==> config.mk <==
export PLATFORM = sky130hd
export DESIGN_NAME = nvp_framer
export DESIGN_NICKNAME = d
export VERILOG_FILES = /design/src/core/nvp_pkg.sv /design/src/core/nvp_bank_if.sv /design/src/core/nvp_field_bank.sv /design/src/core/nvp_framer.sv
export SDC_FILE = /design/constraint.sdc
export NUM_CORES = 2
export LEC_CHECK = 0
export BUFFER_PORTS_ARGS = -buffer_cell sky130_fd_sc_hd__buf_2
export CORE_UTILIZATION = 60
export CTS_CLUSTER_DIAMETER = 200
export DETAILED_ROUTE_END_ITERATION = 10
export PLACE_DENSITY_LB_ADDON = 0.15
export SYNTH_ARGS = -nofsm -noshare
export SYNTH_HDL_FRONTEND = slang
export SYNTH_SLANG_ARGS = --single-unit
==> constraint.sdc <==
create_clock -name clk -period 6.2 [get_ports clk]
set_input_delay 0.62 -clock clk [delete_from_list [all_inputs] [get_ports clk]]
set_output_delay 0.62 -clock clk [all_outputs]
set_load 0.05 [all_outputs]
==> src/core/nvp_pkg.sv <==
package nvp_pkg;

    ////////////////////////////////////////////////////////////////////////
    // Frame layout
    localparam logic [7:0]  NVP_PREAMBLE_BYTE = 8'h55;
    localparam logic [15:0] NVP_PKT_TYPE      = 16'h4E31;
    localparam logic [7:0]  NVP_PKT_LEN       = 8'h2A;
    localparam int          NVP_PAY_BYTES     = 42;
    localparam logic [5:0]  NVP_IDX_TYPE_HI   = 6'h02;
    localparam logic [5:0]  NVP_IDX_TYPE_LO   = 6'h03;
    localparam logic [5:0]  NVP_IDX_LEN       = 6'h04;
    localparam logic [5:0]  NVP_IDX_PAY0      = 6'h05;
    localparam logic [5:0]  NVP_IDX_PAY_LAST  = 6'h2E;
    localparam logic [5:0]  NVP_IDX_CRC_HI    = 6'h2F;
    localparam logic [5:0]  NVP_IDX_CRC_LO    = 6'h30;

    // Payload byte offsets
    localparam int NVP_OFS_ROLL   = 0;
    localparam int NVP_OFS_PITCH  = 2;
    localparam int NVP_OFS_HEAD   = 4;
    localparam int NVP_OFS_XRATE  = 6;
    localparam int NVP_OFS_YRATE  = 8;
    localparam int NVP_OFS_ZRATE  = 10;
    localparam int NVP_OFS_XACC   = 12;
    localparam int NVP_OFS_YACC   = 14;
    localparam int NVP_OFS_ZACC   = 16;
    localparam int NVP_OFS_NORTH_VELOCITY_WORD   = 18;
    localparam int NVP_OFS_EAST_VELOCITY_WORD   = 20;
    localparam int NVP_OFS_DOWN_VELOCITY_WORD   = 22;
    localparam int NVP_OFS_LON    = 24;
    localparam int NVP_OFS_LAT    = 28;
    localparam int NVP_OFS_ALT    = 32;
    localparam int NVP_OFS_TEMP   = 34;
    localparam int NVP_OFS_TOW    = 36;
    localparam int NVP_OFS_HEALTH = 40;

    ////////////////////////////////////////////////////////////////////////
    // Configuration field identifiers
    localparam logic [3:0] NVP_FLD_RATE_DIV = 4'h1;
    localparam logic [3:0] NVP_FLD_BAUD     = 4'h2;
    localparam logic [3:0] NVP_FLD_PKT_TYPE = 4'h3;
    localparam logic [3:0] NVP_FLD_UNUSED   = 4'h4;
    localparam logic [3:0] NVP_FLD_GYRO_FLT = 4'h5;
    localparam logic [3:0] NVP_FLD_ACC_FLT  = 4'h6;
    localparam logic [3:0] NVP_FLD_ORIENT   = 4'h7;
    localparam logic [3:0] NVP_FLD_BEHAV    = 4'h8;
    localparam logic [3:0] NVP_FLD_HARD_X   = 4'h9;
    localparam logic [3:0] NVP_FLD_HARD_Y   = 4'hA;
    localparam logic [3:0] NVP_FLD_SOFT     = 4'hB;
    localparam logic [3:0] NVP_FLD_TRACK    = 4'hC;
    localparam int         NVP_NUM_FIELDS   = 16;

    // Factory contents of the stored bank
    localparam logic [15:0] NVP_FIELD_RESET [NVP_NUM_FIELDS] = '{
        16'h0000, 16'h0001, 16'h0002, 16'h4E31,
        16'h0000, 16'h0000, 16'h0000, 16'h0009,
        16'h0000, 16'h0000, 16'h0000, 16'h8000,
        16'h0000, 16'h0000, 16'h0000, 16'h0000};

    // Filter bands and cutoff codes
    localparam logic [15:0] NVP_BAND_5HZ  = 16'h1BE6;
    localparam logic [15:0] NVP_BAND_10HZ = 16'h0DF3;
    localparam logic [15:0] NVP_BAND_20HZ = 16'h05FA;
    localparam logic [1:0]  NVP_CUT_5HZ   = 2'h0;
    localparam logic [1:0]  NVP_CUT_10HZ  = 2'h1;
    localparam logic [1:0]  NVP_CUT_20HZ  = 2'h2;
    localparam logic [1:0]  NVP_CUT_50HZ  = 2'h3;
    localparam logic [15:0] NVP_BAUD_MAX  = 16'h0003;

    ////////////////////////////////////////////////////////////////////////
    // Register port map
    localparam logic [7:0] NVP_ADDR_CUR_BASE = 8'h00;
    localparam logic [7:0] NVP_ADDR_NV_BASE  = 8'h10;
    localparam logic [7:0] NVP_ADDR_STATUS   = 8'h20;
    localparam logic [7:0] NVP_ADDR_PKT_CNT  = 8'h21;
    localparam int         NVP_ST_REJECT     = 0;
    localparam int         NVP_ST_BUSY       = 1;
    localparam int         NVP_ST_LOADED     = 2;

    ////////////////////////////////////////////////////////////////////////
    // Timing: base packet tick is 100 Hz
    localparam int NVP_CLK_PERIOD_NS = 10;
    localparam int NVP_BASE_TICK_NS  = 10_000_000;
    localparam int NVP_BASE_TICK_CYC = NVP_BASE_TICK_NS / NVP_CLK_PERIOD_NS;

    // CRC defaults
    localparam logic [15:0] NVP_CRC_POLY = 16'h1021;
    localparam logic [15:0] NVP_CRC_INIT = 16'hFFFF;

    typedef enum logic [1:0] {
        NVP_ST_BOOT = 2'b00,
        NVP_ST_IDLE = 2'b01,
        NVP_ST_SEND = 2'b10
    } nvp_state_t;

    ////////////////////////////////////////////////////////////////////////
    function automatic logic orient_ok(input logic [15:0] v);
        orient_ok = v inside {16'h0000, 16'h0009, 16'h0023, 16'h002A,
            16'h0041, 16'h0048, 16'h0062, 16'h006B,
            16'h0085, 16'h008C, 16'h0092, 16'h009B,
            16'h00C4, 16'h00CD, 16'h00D3, 16'h00DA,
            16'h0111, 16'h0118, 16'h0124, 16'h012D,
            16'h0150, 16'h0159, 16'h0165, 16'h016C};
    endfunction : orient_ok

    function automatic logic field_valid(input logic [3:0]  id,
                                         input logic [15:0] v);
        case (id)
            NVP_FLD_RATE_DIV: field_valid = v inside {16'h0000, 16'h0001,
                16'h0002, 16'h0005, 16'h000A, 16'h0014, 16'h0019, 16'h0032};
            NVP_FLD_BAUD:     field_valid = (v <= NVP_BAUD_MAX);
            NVP_FLD_PKT_TYPE: field_valid = (v == NVP_PKT_TYPE);
            NVP_FLD_ORIENT:   field_valid = orient_ok(v);
            NVP_FLD_GYRO_FLT, NVP_FLD_ACC_FLT, NVP_FLD_BEHAV,
            NVP_FLD_HARD_X, NVP_FLD_HARD_Y, NVP_FLD_SOFT,
            NVP_FLD_TRACK:    field_valid = 1'b1;
            default:          field_valid = 1'b0;
        endcase
    endfunction : field_valid

    function automatic logic [1:0] cutoff_band(input logic [15:0] v);
        if (v >= NVP_BAND_5HZ) begin
            cutoff_band = NVP_CUT_5HZ;
        end else if (v >= NVP_BAND_10HZ) begin
            cutoff_band = NVP_CUT_10HZ;
        end else if (v >= NVP_BAND_20HZ) begin
            cutoff_band = NVP_CUT_20HZ;
        end else begin
            cutoff_band = NVP_CUT_50HZ;
        end
    endfunction : cutoff_band

    function automatic logic [15:0] crc_step(input logic [15:0] crc,
                                             input logic [7:0]  b,
                                             input logic [15:0] poly);
        logic [15:0] c;
        c = crc ^ {b, 8'h00};
        for (int i = 0; i < 8; i++) begin
            c = c[15] ? ({c[14:0], 1'b0} ^ poly) : {c[14:0], 1'b0};
        end
        crc_step = c;
    endfunction : crc_step

endpackage : nvp_pkg

==> src/core/nvp_bank_if.sv <==
`timescale 1ns/1ps
interface nvp_bank_if;
    import nvp_pkg::*;
    logic        we;
    logic [3:0]  idx;
    logic [15:0] wdata;
    logic        load;
    logic [15:0] load_words [NVP_NUM_FIELDS];
    logic [15:0] words      [NVP_NUM_FIELDS];

    modport ctrl (output we, idx, wdata, load, load_words, input words);
    modport bank (input we, idx, wdata, load, load_words, output words);
endinterface : nvp_bank_if

==> src/core/nvp_field_bank.sv <==
`timescale 1ns/1ps
module nvp_field_bank
    import nvp_pkg::*;
(
    // Clock and reset
    input wire logic clk,
    input wire logic rst_n,
    // Field access
    nvp_bank_if.bank bus
);

    // Whole-bank load takes priority over a single field write
    always_ff @(posedge clk or negedge rst_n) begin
        if (!rst_n) begin
            bus.words <= NVP_FIELD_RESET;
        end else if (bus.load) begin
            bus.words <= bus.load_words;
        end else if (bus.we) begin
            bus.words[bus.idx] <= bus.wdata;
        end
    end

endmodule : nvp_field_bank

==> src/core/nvp_framer.sv <==
`timescale 1ns/1ps
// Functional notes
// Frame: preamble 5555, type 4E31, length 2A, payload, CRC.
// Roll, pitch, true heading at payload bytes 0, 2, 4.
// X, Y, Z corrected rates at bytes 6, 8, 10.
// X, Y, Z acceleration at bytes 12, 14, 16.
// North, east, down velocity at bytes 18, 20, 22.
// Longitude at byte 24, latitude at 28, both 32 bits.
// Shifted two's-complement altitude at byte 32.
// Rate sensor temperature at byte 34.
// Four-byte time-of-week at byte 36, content not guaranteed.
// Master health word at byte 40, last before CRC.
// Working fields load from stored ones at power-up.
// Read stored returns stored; write stored changes only power-up. Reset also reloads the stored bank, so a stored write never reaches working.
// Get current returns working; set current acts immediately.
// Set or write taken only with a valid field value.
// Rate divider 0,1,2,5,10,20,25,50 gives quiet to 2 Hz.
// Serial rate codes 0 to 3 select 9600 to 57600 baud.
// Continuous packet type takes supported types only.
// Rate filter value bands select 5, 10, 20 or 50 Hz.
// Accelerometer filter uses the same four bands.
// Field 7 holds orientation, field 8 behaviour switches.
// Fields 9 to C: iron biases, ratio, track offset.
// Serial rate change applies at once, reply at new rate.
// Host hunts preamble, checks type, length and CRC.
module nvp_framer
    import nvp_pkg::*;
#(
    parameter int          BASE_TICK_CYC = NVP_BASE_TICK_CYC,
    parameter logic [15:0] CRC_POLY      = NVP_CRC_POLY,
    parameter logic [15:0] CRC_INIT      = NVP_CRC_INIT
) (
    // Clock and reset
    input  wire logic        clk,
    input  wire logic        rst_n,
    // Register port
    input  wire logic [7:0]  reg_addr,
    input  wire logic [15:0] reg_wdata,
    input  wire logic        reg_we,
    input  wire logic        reg_re,
    output logic      [15:0] reg_rdata_r,
    // Sensor words
    input  wire logic [15:0] roll_word,
    input  wire logic [15:0] pitch_word,
    input  wire logic [15:0] true_heading_word,
    input  wire logic [15:0] x_rate_word,
    input  wire logic [15:0] y_rate_word,
    input  wire logic [15:0] z_rate_word,
    input  wire logic [15:0] x_accel_word,
    input  wire logic [15:0] y_accel_word,
    input  wire logic [15:0] z_accel_word,
    input  wire logic [15:0] north_velocity_word,
    input  wire logic [15:0] east_velocity_word,
    input  wire logic [15:0] down_velocity_word,
    input  wire logic [31:0] sat_longitude_word,
    input  wire logic [31:0] sat_latitude_word,
    input  wire logic [15:0] sat_altitude_word,
    input  wire logic [15:0] rate_sensor_temp_word,
    input  wire logic [31:0] time_of_week_ms,
    input  wire logic [15:0] master_health_word,
    // Byte stream towards the serial transmitter
    output logic      [7:0]  tx_data_r,
    output logic             tx_valid_r,
    input  wire logic        tx_ready,
    // Working configuration
    output logic      [1:0]  baud_sel_r,
    output logic      [1:0]  gyro_cut_r,
    output logic      [1:0]  accel_cut_r,
    output logic      [8:0]  orient_r,
    output logic      [5:0]  behav_r
);

    ////////////////////////////////////////////////////////////////////////
    // Field banks: stored models the nonvolatile copy
    nvp_bank_if nv_if ();
    nvp_bank_if cur_if ();

    nvp_field_bank u_stored (
        .clk   (clk),
        .rst_n (rst_n),
        .bus   (nv_if.bank)
    );

    nvp_field_bank u_current (
        .clk   (clk),
        .rst_n (rst_n),
        .bus   (cur_if.bank)
    );

    ////////////////////////////////////////////////////////////////////////
    // Register decode
    wire logic       sel_cur   = (reg_addr[7:4] == NVP_ADDR_CUR_BASE[7:4]);
    wire logic       sel_nv    = (reg_addr[7:4] == NVP_ADDR_NV_BASE[7:4]);
    wire logic [3:0] fld_id    = reg_addr[3:0];
    wire logic       wr_ok     = field_valid(fld_id, reg_wdata);
    wire logic       wr_cur    = reg_we && sel_cur;
    wire logic       wr_nv     = reg_we && sel_nv;
    wire logic       wr_reject = (wr_cur || wr_nv) && !wr_ok;

    nvp_state_t  state_r;
    nvp_state_t  state_nxt;
    logic        boot_load;

    assign boot_load = (state_r == NVP_ST_BOOT);

    // Stored bank changes only here, never the working set
    assign nv_if.we         = wr_nv && wr_ok;
    assign nv_if.idx        = fld_id;
    assign nv_if.wdata      = reg_wdata;
    assign nv_if.load       = 1'b0;
    assign nv_if.load_words = NVP_FIELD_RESET;

    // Working bank: loaded from stored, then set
    assign cur_if.we         = wr_cur && wr_ok && !boot_load;
    assign cur_if.idx        = fld_id;
    assign cur_if.wdata      = reg_wdata;
    assign cur_if.load       = boot_load;
    assign cur_if.load_words = nv_if.words;

    ////////////////////////////////////////////////////////////////////////
    // Status and read data
    logic        reject_r;
    logic [15:0] pkt_cnt_r;
    wire  logic  st_read   = reg_re && (reg_addr == NVP_ADDR_STATUS);
    wire  logic  loaded    = (state_r != NVP_ST_BOOT);
    wire  logic  busy      = (state_r == NVP_ST_SEND);

    logic [15:0] rd_mux;
    always_comb begin
        rd_mux = 16'h0000;
        if (sel_cur) begin
            rd_mux = cur_if.words[fld_id];
        end else if (sel_nv) begin
            rd_mux = nv_if.words[fld_id];
        end else if (reg_addr == NVP_ADDR_STATUS) begin
            rd_mux[NVP_ST_REJECT] = reject_r;
            rd_mux[NVP_ST_BUSY]   = busy;
            rd_mux[NVP_ST_LOADED] = loaded;
        end else if (reg_addr == NVP_ADDR_PKT_CNT) begin
            rd_mux = pkt_cnt_r;
        end
    end

    always_ff @(posedge clk or negedge rst_n) begin
        if (!rst_n) begin
            reg_rdata_r <= 16'h0000;
        end else if (reg_re) begin
            reg_rdata_r <= rd_mux;
        end
    end

    // Sticky refusal; set beats a status read
    always_ff @(posedge clk or negedge rst_n) begin
        if (!rst_n) begin
            reject_r <= 1'b0;
        end else if (wr_reject) begin
            reject_r <= 1'b1;
        end else if (st_read) begin
            reject_r <= 1'b0;
        end
    end

    ////////////////////////////////////////////////////////////////////////
    // Config outputs follow the working bank
    always_ff @(posedge clk or negedge rst_n) begin
        if (!rst_n) begin
            baud_sel_r  <= 2'h0;
            gyro_cut_r  <= NVP_CUT_50HZ;
            accel_cut_r <= NVP_CUT_50HZ;
            orient_r    <= 9'h000;
            behav_r     <= 6'h00;
        end else begin
            baud_sel_r  <= cur_if.words[NVP_FLD_BAUD][1:0];
            gyro_cut_r  <= cutoff_band(cur_if.words[NVP_FLD_GYRO_FLT]);
            accel_cut_r <= cutoff_band(cur_if.words[NVP_FLD_ACC_FLT]);
            orient_r    <= cur_if.words[NVP_FLD_ORIENT][8:0];
            behav_r     <= cur_if.words[NVP_FLD_BEHAV][5:0];
        end
    end

    ////////////////////////////////////////////////////////////////////////
    // Packet rate: base tick over the divider
    logic [31:0] tick_cnt_r;
    logic [7:0]  div_cnt_r;
    wire  logic [7:0] rate_div = cur_if.words[NVP_FLD_RATE_DIV][7:0];
    wire  logic  base_tick = (tick_cnt_r == 32'(BASE_TICK_CYC - 1));
    wire  logic  quiet     = (rate_div == 8'h00);
    wire  logic  div_hit   = base_tick && !quiet &&
                             (div_cnt_r >= rate_div - 8'h01);
    // Only the supported type streams; guards a stored bank altered later
    wire  logic  type_on   =
        (cur_if.words[NVP_FLD_PKT_TYPE] == NVP_PKT_TYPE);

    always_ff @(posedge clk or negedge rst_n) begin
        if (!rst_n) begin
            tick_cnt_r <= 32'h0000_0000;
            div_cnt_r  <= 8'h00;
        end else begin
            tick_cnt_r <= base_tick ? 32'h0000_0000 : tick_cnt_r + 32'h1;
            if (quiet || div_hit) begin
                div_cnt_r <= 8'h00;
            end else if (base_tick) begin
                div_cnt_r <= div_cnt_r + 8'h01;
            end
        end
    end

    ////////////////////////////////////////////////////////////////////////
    // Payload snapshot, byte 0 at bits 7:0, words big-endian
    logic [NVP_PAY_BYTES*8-1:0] pay_r;
    logic [NVP_PAY_BYTES*8-1:0] pay_nxt;

    function automatic logic [15:0] swap16(input logic [15:0] w);
        swap16 = {w[7:0], w[15:8]};
    endfunction : swap16

    function automatic logic [31:0] swap32(input logic [31:0] w);
        swap32 = {w[7:0], w[15:8], w[23:16], w[31:24]};
    endfunction : swap32

    always_comb begin
        pay_nxt = '0;
        pay_nxt[NVP_OFS_ROLL*8 +: 16] = swap16(roll_word);
        pay_nxt[NVP_OFS_PITCH*8 +: 16] = swap16(pitch_word);
        pay_nxt[NVP_OFS_HEAD*8 +: 16] = swap16(true_heading_word);
        pay_nxt[NVP_OFS_XRATE*8 +: 16] = swap16(x_rate_word);
        pay_nxt[NVP_OFS_YRATE*8 +: 16] = swap16(y_rate_word);
        pay_nxt[NVP_OFS_ZRATE*8 +: 16] = swap16(z_rate_word);
        pay_nxt[NVP_OFS_XACC*8 +: 16] = swap16(x_accel_word);
        pay_nxt[NVP_OFS_YACC*8 +: 16] = swap16(y_accel_word);
        pay_nxt[NVP_OFS_ZACC*8 +: 16] = swap16(z_accel_word);
        pay_nxt[NVP_OFS_NORTH_VELOCITY_WORD*8   +: 16] = swap16(north_velocity_word);
        pay_nxt[NVP_OFS_EAST_VELOCITY_WORD*8   +: 16] = swap16(east_velocity_word);
        pay_nxt[NVP_OFS_DOWN_VELOCITY_WORD*8   +: 16] = swap16(down_velocity_word);
        pay_nxt[NVP_OFS_LON*8    +: 32] = swap32(sat_longitude_word);
        pay_nxt[NVP_OFS_LAT*8    +: 32] = swap32(sat_latitude_word);
        pay_nxt[NVP_OFS_ALT*8    +: 16] = swap16(sat_altitude_word);
        pay_nxt[NVP_OFS_TEMP*8   +: 16] = swap16(rate_sensor_temp_word);
        // Passed through as given; no satellite time alignment here
        pay_nxt[NVP_OFS_TOW*8    +: 32] = swap32(time_of_week_ms);
        pay_nxt[NVP_OFS_HEALTH*8 +: 16] = swap16(master_health_word);
    end

    ////////////////////////////////////////////////////////////////////////
    // Frame sequencer
    logic [5:0]  idx_r;
    logic [15:0] crc_r;
    wire  logic  accept    = tx_valid_r && tx_ready;
    wire  logic  start     = (state_r == NVP_ST_IDLE) && div_hit && type_on;
    wire  logic  last_byte = (idx_r == NVP_IDX_CRC_LO);
    wire  logic  in_crc    = (idx_r >= NVP_IDX_TYPE_HI) &&
                             (idx_r <= NVP_IDX_PAY_LAST);
    wire  logic [15:0] crc_upd = crc_step(crc_r, tx_data_r, CRC_POLY);
    wire  logic [5:0]  idx_nxt = start ? 6'h00 : idx_r + 6'h01;
    wire  logic [5:0]  pay_idx = idx_nxt - NVP_IDX_PAY0;

    // Byte for the next slot
    logic [7:0] byte_nxt;
    always_comb begin
        byte_nxt = NVP_PREAMBLE_BYTE;
        if (idx_nxt == NVP_IDX_TYPE_HI) begin
            byte_nxt = NVP_PKT_TYPE[15:8];
        end else if (idx_nxt == NVP_IDX_TYPE_LO) begin
            byte_nxt = NVP_PKT_TYPE[7:0];
        end else if (idx_nxt == NVP_IDX_LEN) begin
            byte_nxt = NVP_PKT_LEN;
        end else if (idx_nxt == NVP_IDX_CRC_HI) begin
            byte_nxt = crc_upd[15:8];
        end else if (idx_nxt == NVP_IDX_CRC_LO) begin
            byte_nxt = crc_r[7:0];
        end else if (idx_nxt >= NVP_IDX_PAY0) begin
            byte_nxt = start ? 8'h00 : pay_r[pay_idx*8 +: 8];
        end
    end

    always_comb begin
        state_nxt = state_r;
        unique case (state_r)
            NVP_ST_BOOT: state_nxt = NVP_ST_IDLE;
            NVP_ST_IDLE: if (start) state_nxt = NVP_ST_SEND;
            NVP_ST_SEND: if (accept && last_byte) state_nxt = NVP_ST_IDLE;
            default:     state_nxt = NVP_ST_IDLE;
        endcase
    end

    always_ff @(posedge clk or negedge rst_n) begin
        if (!rst_n) begin
            state_r <= NVP_ST_BOOT;
        end else begin
            state_r <= state_nxt;
        end
    end

    // A tick while a frame is still draining is dropped, not queued
    always_ff @(posedge clk or negedge rst_n) begin
        if (!rst_n) begin
            pay_r <= '0;
        end else if (start) begin
            pay_r <= pay_nxt;
        end
    end

    always_ff @(posedge clk or negedge rst_n) begin
        if (!rst_n) begin
            idx_r      <= 6'h00;
            tx_data_r  <= 8'h00;
            tx_valid_r <= 1'b0;
        end else if (start) begin
            idx_r      <= 6'h00;
            tx_data_r  <= NVP_PREAMBLE_BYTE;
            tx_valid_r <= 1'b1;
        end else if (accept) begin
            idx_r      <= idx_nxt;
            tx_data_r  <= byte_nxt;
            tx_valid_r <= !last_byte;
        end
    end

    // CRC covers type, length and payload, not the preamble
    always_ff @(posedge clk or negedge rst_n) begin
        if (!rst_n) begin
            crc_r <= CRC_INIT;
        end else if (start) begin
            crc_r <= CRC_INIT;
        end else if (accept && in_crc) begin
            crc_r <= crc_upd;
        end
    end

    always_ff @(posedge clk or negedge rst_n) begin
        if (!rst_n) begin
            pkt_cnt_r <= 16'h0000;
        end else if (accept && last_byte) begin
            pkt_cnt_r <= pkt_cnt_r + 16'h0001;
        end
    end

endmodule : nvp_framer

=== Yosys cells after proc, flatten, opt, wreduce, memory -nomap -nowiden ===
Index checks and enable logic that the tools add are counted.

* Add/sub/neg operators: 6
* Magnitude comparators: 13
* Eq/ne operators: 57
* Shift-type cells: 1
* Mux-type cells: 55
* Bitwise gates (word level): 10
* Reduce and logical (&&, ||, !) cells: 36

{| class="wikitable"
|+ Operators by type and width
! cell !! count
|-
| 256-bit bitwise mux || 2
|-
| 256-bit 2-to-1 mux || 2
|-
| 336-bit by 10-bit indexed part select with 8-bit output || 1
|-
| 16-bit 2-to-1 mux || 10
|-
| 16-bit binary-select mux with 4-bit select || 2
|-
| 16-bit by 8-bit == test with 1-bit output (second input constant) || 8
|-
| 16-bit by 9-bit == test with 1-bit output (second input constant) || 8
|-
| 13-bit 2-to-1 mux || 9
|-
| 8-bit 2-to-1 mux || 10
|-
| 16-bit demux with 4-bit select || 1
|-
| 16-bit by 7-bit == test with 1-bit output (second input constant) || 4
|-
| 16-bit by 6-bit == test with 1-bit output (second input constant) || 3
|-
| 32-bit by 1-bit adder with 32-bit output (second input constant) || 1
|-
| 16-bit by 15-bit == test with 1-bit output (second input constant) || 2
|-
| 16-bit by 4-bit == test with 1-bit output (second input constant) || 2
|-
| 16-bit by 5-bit == test with 1-bit output (second input constant) || 2
|-
| 32-bit by 20-bit == test with 1-bit output (second input constant) || 1
|-
| 16-bit by 11-bit greater-or-equal comparator with 1-bit output (second input constant) || 2
|-
| 16-bit by 12-bit greater-or-equal comparator with 1-bit output (second input constant) || 2
|-
| 16-bit by 13-bit greater-or-equal comparator with 1-bit output (second input constant) || 2
|-
| 32-bit 2-to-1 mux || 1
|-
| 3-bit inverter || 8
|-
| 24-bit nonzero test || 1
|-
| 4-bit == test (second input constant) || 5
|-
| other kinds (45) || 89
|}

* Flip-flop bits (word level): 975
* Input port bits: 365
* Output and inout bits: 46
* Logic and storage cells: 226

=== Depth between registers and ports, before layout ===
* Word-level depth: 23
* Gate-level depth with buffers: 25
* Gate-level depth less buffers: 21

=== Hierarchy ===
Synthesis repeated with hierarchy kept, for this count alone.

* Cell total of the unflattened synthesis: 5,853
* Area total of the unflattened synthesis: 53,436.2 um2

{| class="wikitable"
|+ Modules (own cells, without submodules)
! module !! instances !! cells each !! area each (um2) !! seq. area each (um2)
|-
| nvp_framer || 1 || 2,859 || 27,050.9 || 11,611.1
|-
| nvp_field_bank || 2 || 1,497 || 13,192.7 || 6,421.2
|}

=== Least setup slack after synthesis ===
No wires, ideal clock.

* Path kind: reg-to-reg
* Start point: register u_current.bus.words[226]
* End point: register tx_data_r[3]
* Library setup time: 127 ps
* Arrival time: 5,376 ps
* Data required time: 6,073 ps
* Path slack: 697 ps
* Stages on the path, launching flop included: 23
* Buffers on the path: 7
* Clock period less this slack: 5,503 ps
* Path through: dfrtp_1 > nor3_1 > nor3b_1 > xnor2_1 > ha_1 > a21oi_1 > o21ai_0 > a31oi_1 > or3_1 > buf_2 > clkbuf_1 > clkbuf_1 > nand2_1 > ha_1 > clkbuf_1 > clkbuf_1 > clkbuf_1 > clkbuf_1 > mux4_2 > nand2_1 > a21oi_1 > nor3_1 > a21oi_1

* Longest elaborated chain between the ends: 17
* Elaborated cells between the ends (all ways): 26
* Classes of those cells: add/sub (2); order compare (2); eq/ne (5); shift (1); mux (9); reduce/logical (7)

{| class="wikitable"
|+ Ends and longest elaborated chain
! item !! RTL line !! text
|-
| start: declaration || nvp_bank_if.sv:12 || <nowiki>modport bank (input we, idx, wdata, load, load_words, output words);</nowiki>
|-
| start signal: assignment || nvp_field_bank.sv:17 || <nowiki>bus.words <= bus.load_words;</nowiki>
|-
| start signal: indexed assignment || nvp_field_bank.sv:19 || <nowiki>bus.words[bus.idx] <= bus.wdata;</nowiki>
|-
| branches (longest 3 deep; another with 8-bit by 1-bit subtractor with 8-bit output) || n/a ||
|-
| 1-bit logical AND * || nvp_framer.sv:188 || <nowiki>wire logic div_hit = base_tick && !quiet &&</nowiki>
|-
| 1-bit logical AND * (2 in series) || nvp_framer.sv:249 || <nowiki>wire logic start = (state_r == NVP_ST_IDLE) && div_hit && type_on;</nowiki>
|-
| 6-bit 2-to-1 mux || nvp_framer.sv:254 || <nowiki>wire logic [5:0] idx_nxt = start ? 6'h00 : idx_r + 6'h01;</nowiki>
|-
| 6-bit by 3-bit subtractor with 6-bit output || nvp_framer.sv:255 || <nowiki>wire logic [5:0] pay_idx = idx_nxt - NVP_IDX_PAY0;</nowiki>
|-
| 336-bit by 10-bit indexed part select with 8-bit output || nvp_framer.sv:272 || <nowiki>byte_nxt = start ? 8'h00 : pay_r[pay_idx*8 +: 8];</nowiki>
|-
| 8-bit 2-to-1 mux || nvp_framer.sv:271 || <nowiki>end else if (idx_nxt >= NVP_IDX_PAY0) begin</nowiki>
|-
| 8-bit 2-to-1 mux || nvp_framer.sv:269 || <nowiki>end else if (idx_nxt == NVP_IDX_CRC_LO) begin</nowiki>
|-
| 8-bit 2-to-1 mux || nvp_framer.sv:267 || <nowiki>end else if (idx_nxt == NVP_IDX_CRC_HI) begin</nowiki>
|-
| 8-bit 2-to-1 mux || nvp_framer.sv:265 || <nowiki>end else if (idx_nxt == NVP_IDX_LEN) begin</nowiki>
|-
| 8-bit 2-to-1 mux || nvp_framer.sv:263 || <nowiki>end else if (idx_nxt == NVP_IDX_TYPE_LO) begin</nowiki>
|-
| 8-bit 2-to-1 mux || nvp_framer.sv:261 || <nowiki>if (idx_nxt == NVP_IDX_TYPE_HI) begin</nowiki>
|-
| 8-bit 2-to-1 mux || nvp_framer.sv:312 || <nowiki>end else if (accept) begin</nowiki>
|-
| 8-bit 2-to-1 mux || nvp_framer.sv:308 || <nowiki>end else if (start) begin</nowiki>
|-
| end signal: assignment || nvp_framer.sv:314 || <nowiki>tx_data_r <= byte_nxt;</nowiki>
|-
| end: declaration || nvp_framer.sv:62 || <nowiki>output logic [7:0] tx_data_r,</nowiki>
|}

Mark *: on every way between the ends. The select of a mux whose other input is x is not followed.
A chain may end at the register's enable or synchronous reset.

=== Final worst setup path ===
* Start point: register u_current.bus.words[226]
* End point: register tx_data_r[0]

The elaborated chain is that of the path after synthesis.

==> run_results.csv <==
group,metric,value,unit
global_route,grt_pass1_wl,205.9,mm
synthesis,netlist_top_cells_area,"dfrtp_1 50%, nand2_1 13%, mux4_2 10%",
sta,rsz0062_at_grt,"no",
synthesis,synth_cell_types,82,
cts,insertion_delay,0.68,ns
synthesis,ys_warn_count,0,
global_route,grt_antenna_before_repair,27,
power_and_ir_drop,power,21.59,mW
floorplanning,core,76080,um^2
place,placed_cell_area,48810,um^2
critical_path,cpPeakStageDelay,0.58,ns
synthesis,ys_seq_elements,975,
finish,instances_no_fill,5830,
cts,clkTransAtPathRegs,0.06,ns
floorplanning,die_x,279.7,um
critical_path,crit_top_cell,"o21ai_0",
synthesis,syn_inst,4504,
status,outcome,"complete, no violations",
finish,drive_gt1_share,22.13,%
sta,setup_tns,0,ns
cts,clockBufferDepth,3,
sta,period_share,81.73,%
global_route,grt_max_degree,257,
critical_path,crit_path_start_kind,"register",
sta,setup_viol,0,
finish,area_growth,13.15,%
finish,nets,5079,
synthesis,synth_nets,4890,
finish,final_cell_area,52350,um^2
critical_path,worst_path_max_delay_cell,"xnor2_2",
routing,routedWlPerCell,23.44,um
global_route,grt_pass1_vias,33761,
place,hpwlAfterDp,92.65,mm
routing,vias_per_cell,6.069,
synthesis,yosysSeqAreaShare,52.85,%
floorplanning,dieHeight,279.7,um
finish,nFillCells,5829,
sta,slew_headroom,17.97,%
cts,htree_levels,3,
finish,final_common_cell,"nand2_1",
floorplanning,initial_core_util,60.82,%
sta,max_freq,197.4,MHz
synthesis,synth_top_area_cell,"dfrtp_1",
critical_path,critPathArrivalTime,5.61,ns
synthesis,avgSynthCellArea,10.27,um^2
critical_path,worstSetupPathType,"register to register",
global_route,grtUsageTotal,34.93,%
finish,finalCoreUtilization,68.81,%
cts,cts-resized-gates,0,
sta,skew,0.02995,ns
floorplanning,placementRows,101,
global_route,grt-ovfl-total,0,
floorplanning,io_pins,411,
routing,drtIter0Drc,4035,
sta,hold_viol,0,
finish,seq_area,24450,um^2
cts,cts_tree,"done",
routing,vias,35382,
cts,clock_sinks,975,
place,dp.cells,5620,
cts,root_buffer,"clkbuf_16",
synthesis,synth_edf_count,0,
routing,ant_nets,0,
critical_path,r2r_cells,21,
floorplanning,die_area,78230,um^2
power_and_ir_drop,powerDensity,412.4,nW/um^2
critical_path,critical_path.cell_chain,"nor3_1 > nor3b_1 > xnor2_1 > ha_1 > a21oi_1 > o21ai_0 > a31oi_1 > buf_4 > or3_4 > nand2_1 > ha_2 > inv_2 > xnor2_2 > mux2_2 > o32ai_1 > a211oi_1 > o21ai_0 > o211ai_1 > nand3_1 > a41oi_1 > a211o_1",
routing,wirelength,136.7,mm
routing,firstDrtPassIters,9,
power_and_ir_drop,max-vdd-ir-drop,0.4673,mV
sta,maxSlewViolCount,0,
power_and_ir_drop,power_leakage,24.12,nW
finish,final_cell_mix,"1640 x nand2_1, 931 x dfrtp_1, 407 x buf_2",
critical_path,critPathCaptureType,"register",
synthesis,synth_top_area_share,50.35,%
critical_path,required,6.74,ns
cts,cts_made_buffers,100,
sta,period_minus_slack,5.067,ns
place,gp_congestion,0.9553,
hold_path,worstHoldPathType,"primary input to register",
routing,drc_errors,0,
synthesis,ys_async_sr_fraction,100.0,%
cts,cts_setup_buffers,0,
sta,tightest_slew,1.230,ns
critical_path,worstPathMaxFanout,9,
finish,multi_input_area,20420,um^2
synthesis,synth_ff_type,"dfrtp_1",
synthesis,synth_area,46270,um^2
place,port_buffers,410,
flow_run,drv_cap,0,
hold_path,min_path_cells,3,
-- path summary, 6_finish.rpt --
path	startpoint	to	slack, ns
max in group asynchronous	rst_n	pay_r[314]	4.14
min in group asynchronous	rst_n	tick_cnt_r[24]	0.57
worst min register to register	u_stored.bus.words[27]	u_stored.bus.words[27]	0.39
worst max-delay path	u_current.bus.words[226]	tx_data_r[0]	1.13
worst min-delay path	time_of_week_ms[8]	pay_r[304]	0.13
worst max register to register	u_current.bus.words[226]	tx_data_r[0]	1.13
-- layout make-up --
type / count / share of cell area [%]
clock inverter: 43 / 1.073
tap: 1030 / 2.462
antenna: 20 / 0.09560
timing repair buffer: 462 / 4.957
inverter: 18 / 0.1291
clock buffer: 146 / 5.569
sequential: 975 / 46.71
multi-input combinational: 3136 / 39.00
-- flip-flops by register name (all words and copies together) (netlist names), 9 cells and up --
name and cells:
pay_r 336, u_current.bus.words 256, u_stored.bus.words 256, tick_cnt_r 32
crc_r 16, pkt_cnt_r 16, reg_rdata_r 16, orient_r 9
-- cell usage after synthesis, types with 17 or more instances --
library cell and instances:
nand2_1 1640, dfrtp_1 931, clkbuf_1 316, mux4_2 206
o21ai_0 174, mux2i_1 169, mux2_2 139, nor2_1 118
nand3_1 113, a21oi_1 68, xnor2_1 61, and2_1 47
dfstp_2 44, xor2_1 34, and3_1 30, buf_1 29
buf_2 27, nand4_1 26, nor3_1 25, a22oi_1 22
ha_1 21, a31oi_1 19, nand2b_1 17
-- power by group --
group          leakage, nW  internal, mW  switching (mW)
Combinational         11.1          2.70            4.65
Clock                 1.71          3.64            2.67
Sequential            11.3          7.22           0.716
Total                 24.1          13.6            8.03
-- metrics by stage --
step | hold WS, ns | setup slack (ns)
floorplan | 0.3244 | 0.6971
global placement | 0.3797 | 1.302
detailed placement | 0.3843 | 1.174
CTS | 0.09952 | 1.143
global route | 0.1207 | 0.8478
finish | 0.1286 | 1.133
-- cell families (layout without fill, tap and decap cells) --
| logic type | Yosys count | after routing | share of synthesized area (%) |
|---|---|---|---|
| adders and majority gates | 21 | 21 | 0.5679 |
| buffers and inverters | 393 | 669 | 3.294 |
| other | 0 | 20 | 0 |
| DFF | 975 | 975 | 52.85 |
| and+or+nand+nor | 2090 | 2090 | 18.62 |
| muxes | 518 | 518 | 17.17 |
| xor gates and xnor gates | 97 | 97 | 1.882 |
| AOI/OAI and AO/OA | 410 | 410 | 5.614 |
-- critical path: cells and delay by family, from the launching register on --
| family | cells | cell delay [ns] |
|---|---|---|
| simple gates | 5 | 1.34 |
| compound gates | 9 | 1.27 |
| xor+xnor | 2 | 0.69 |
| fa+ha+maj | 2 | 0.54 |
| flops | 1 | 0.46 |
| mux | 1 | 0.41 |
| buf+inv | 2 | 0.22 |
-- repair_timing --
item                                    in CTS  in global routing
endpoints found under the setup margin       0                  0
endpoints found under the hold margin        8                  0
hold buffers                                 1                  0
-- metal layers --
layer	track usage, %	wire length, um	vias up
li1	-	-	15696
met1	49.17	55110	17858
met2	54.34	65140	1536
met3	7.281	11390	282
met4	12.40	4959	10
met5	0	66	-
No activity file was read; power rests on OpenSTA's default activity.
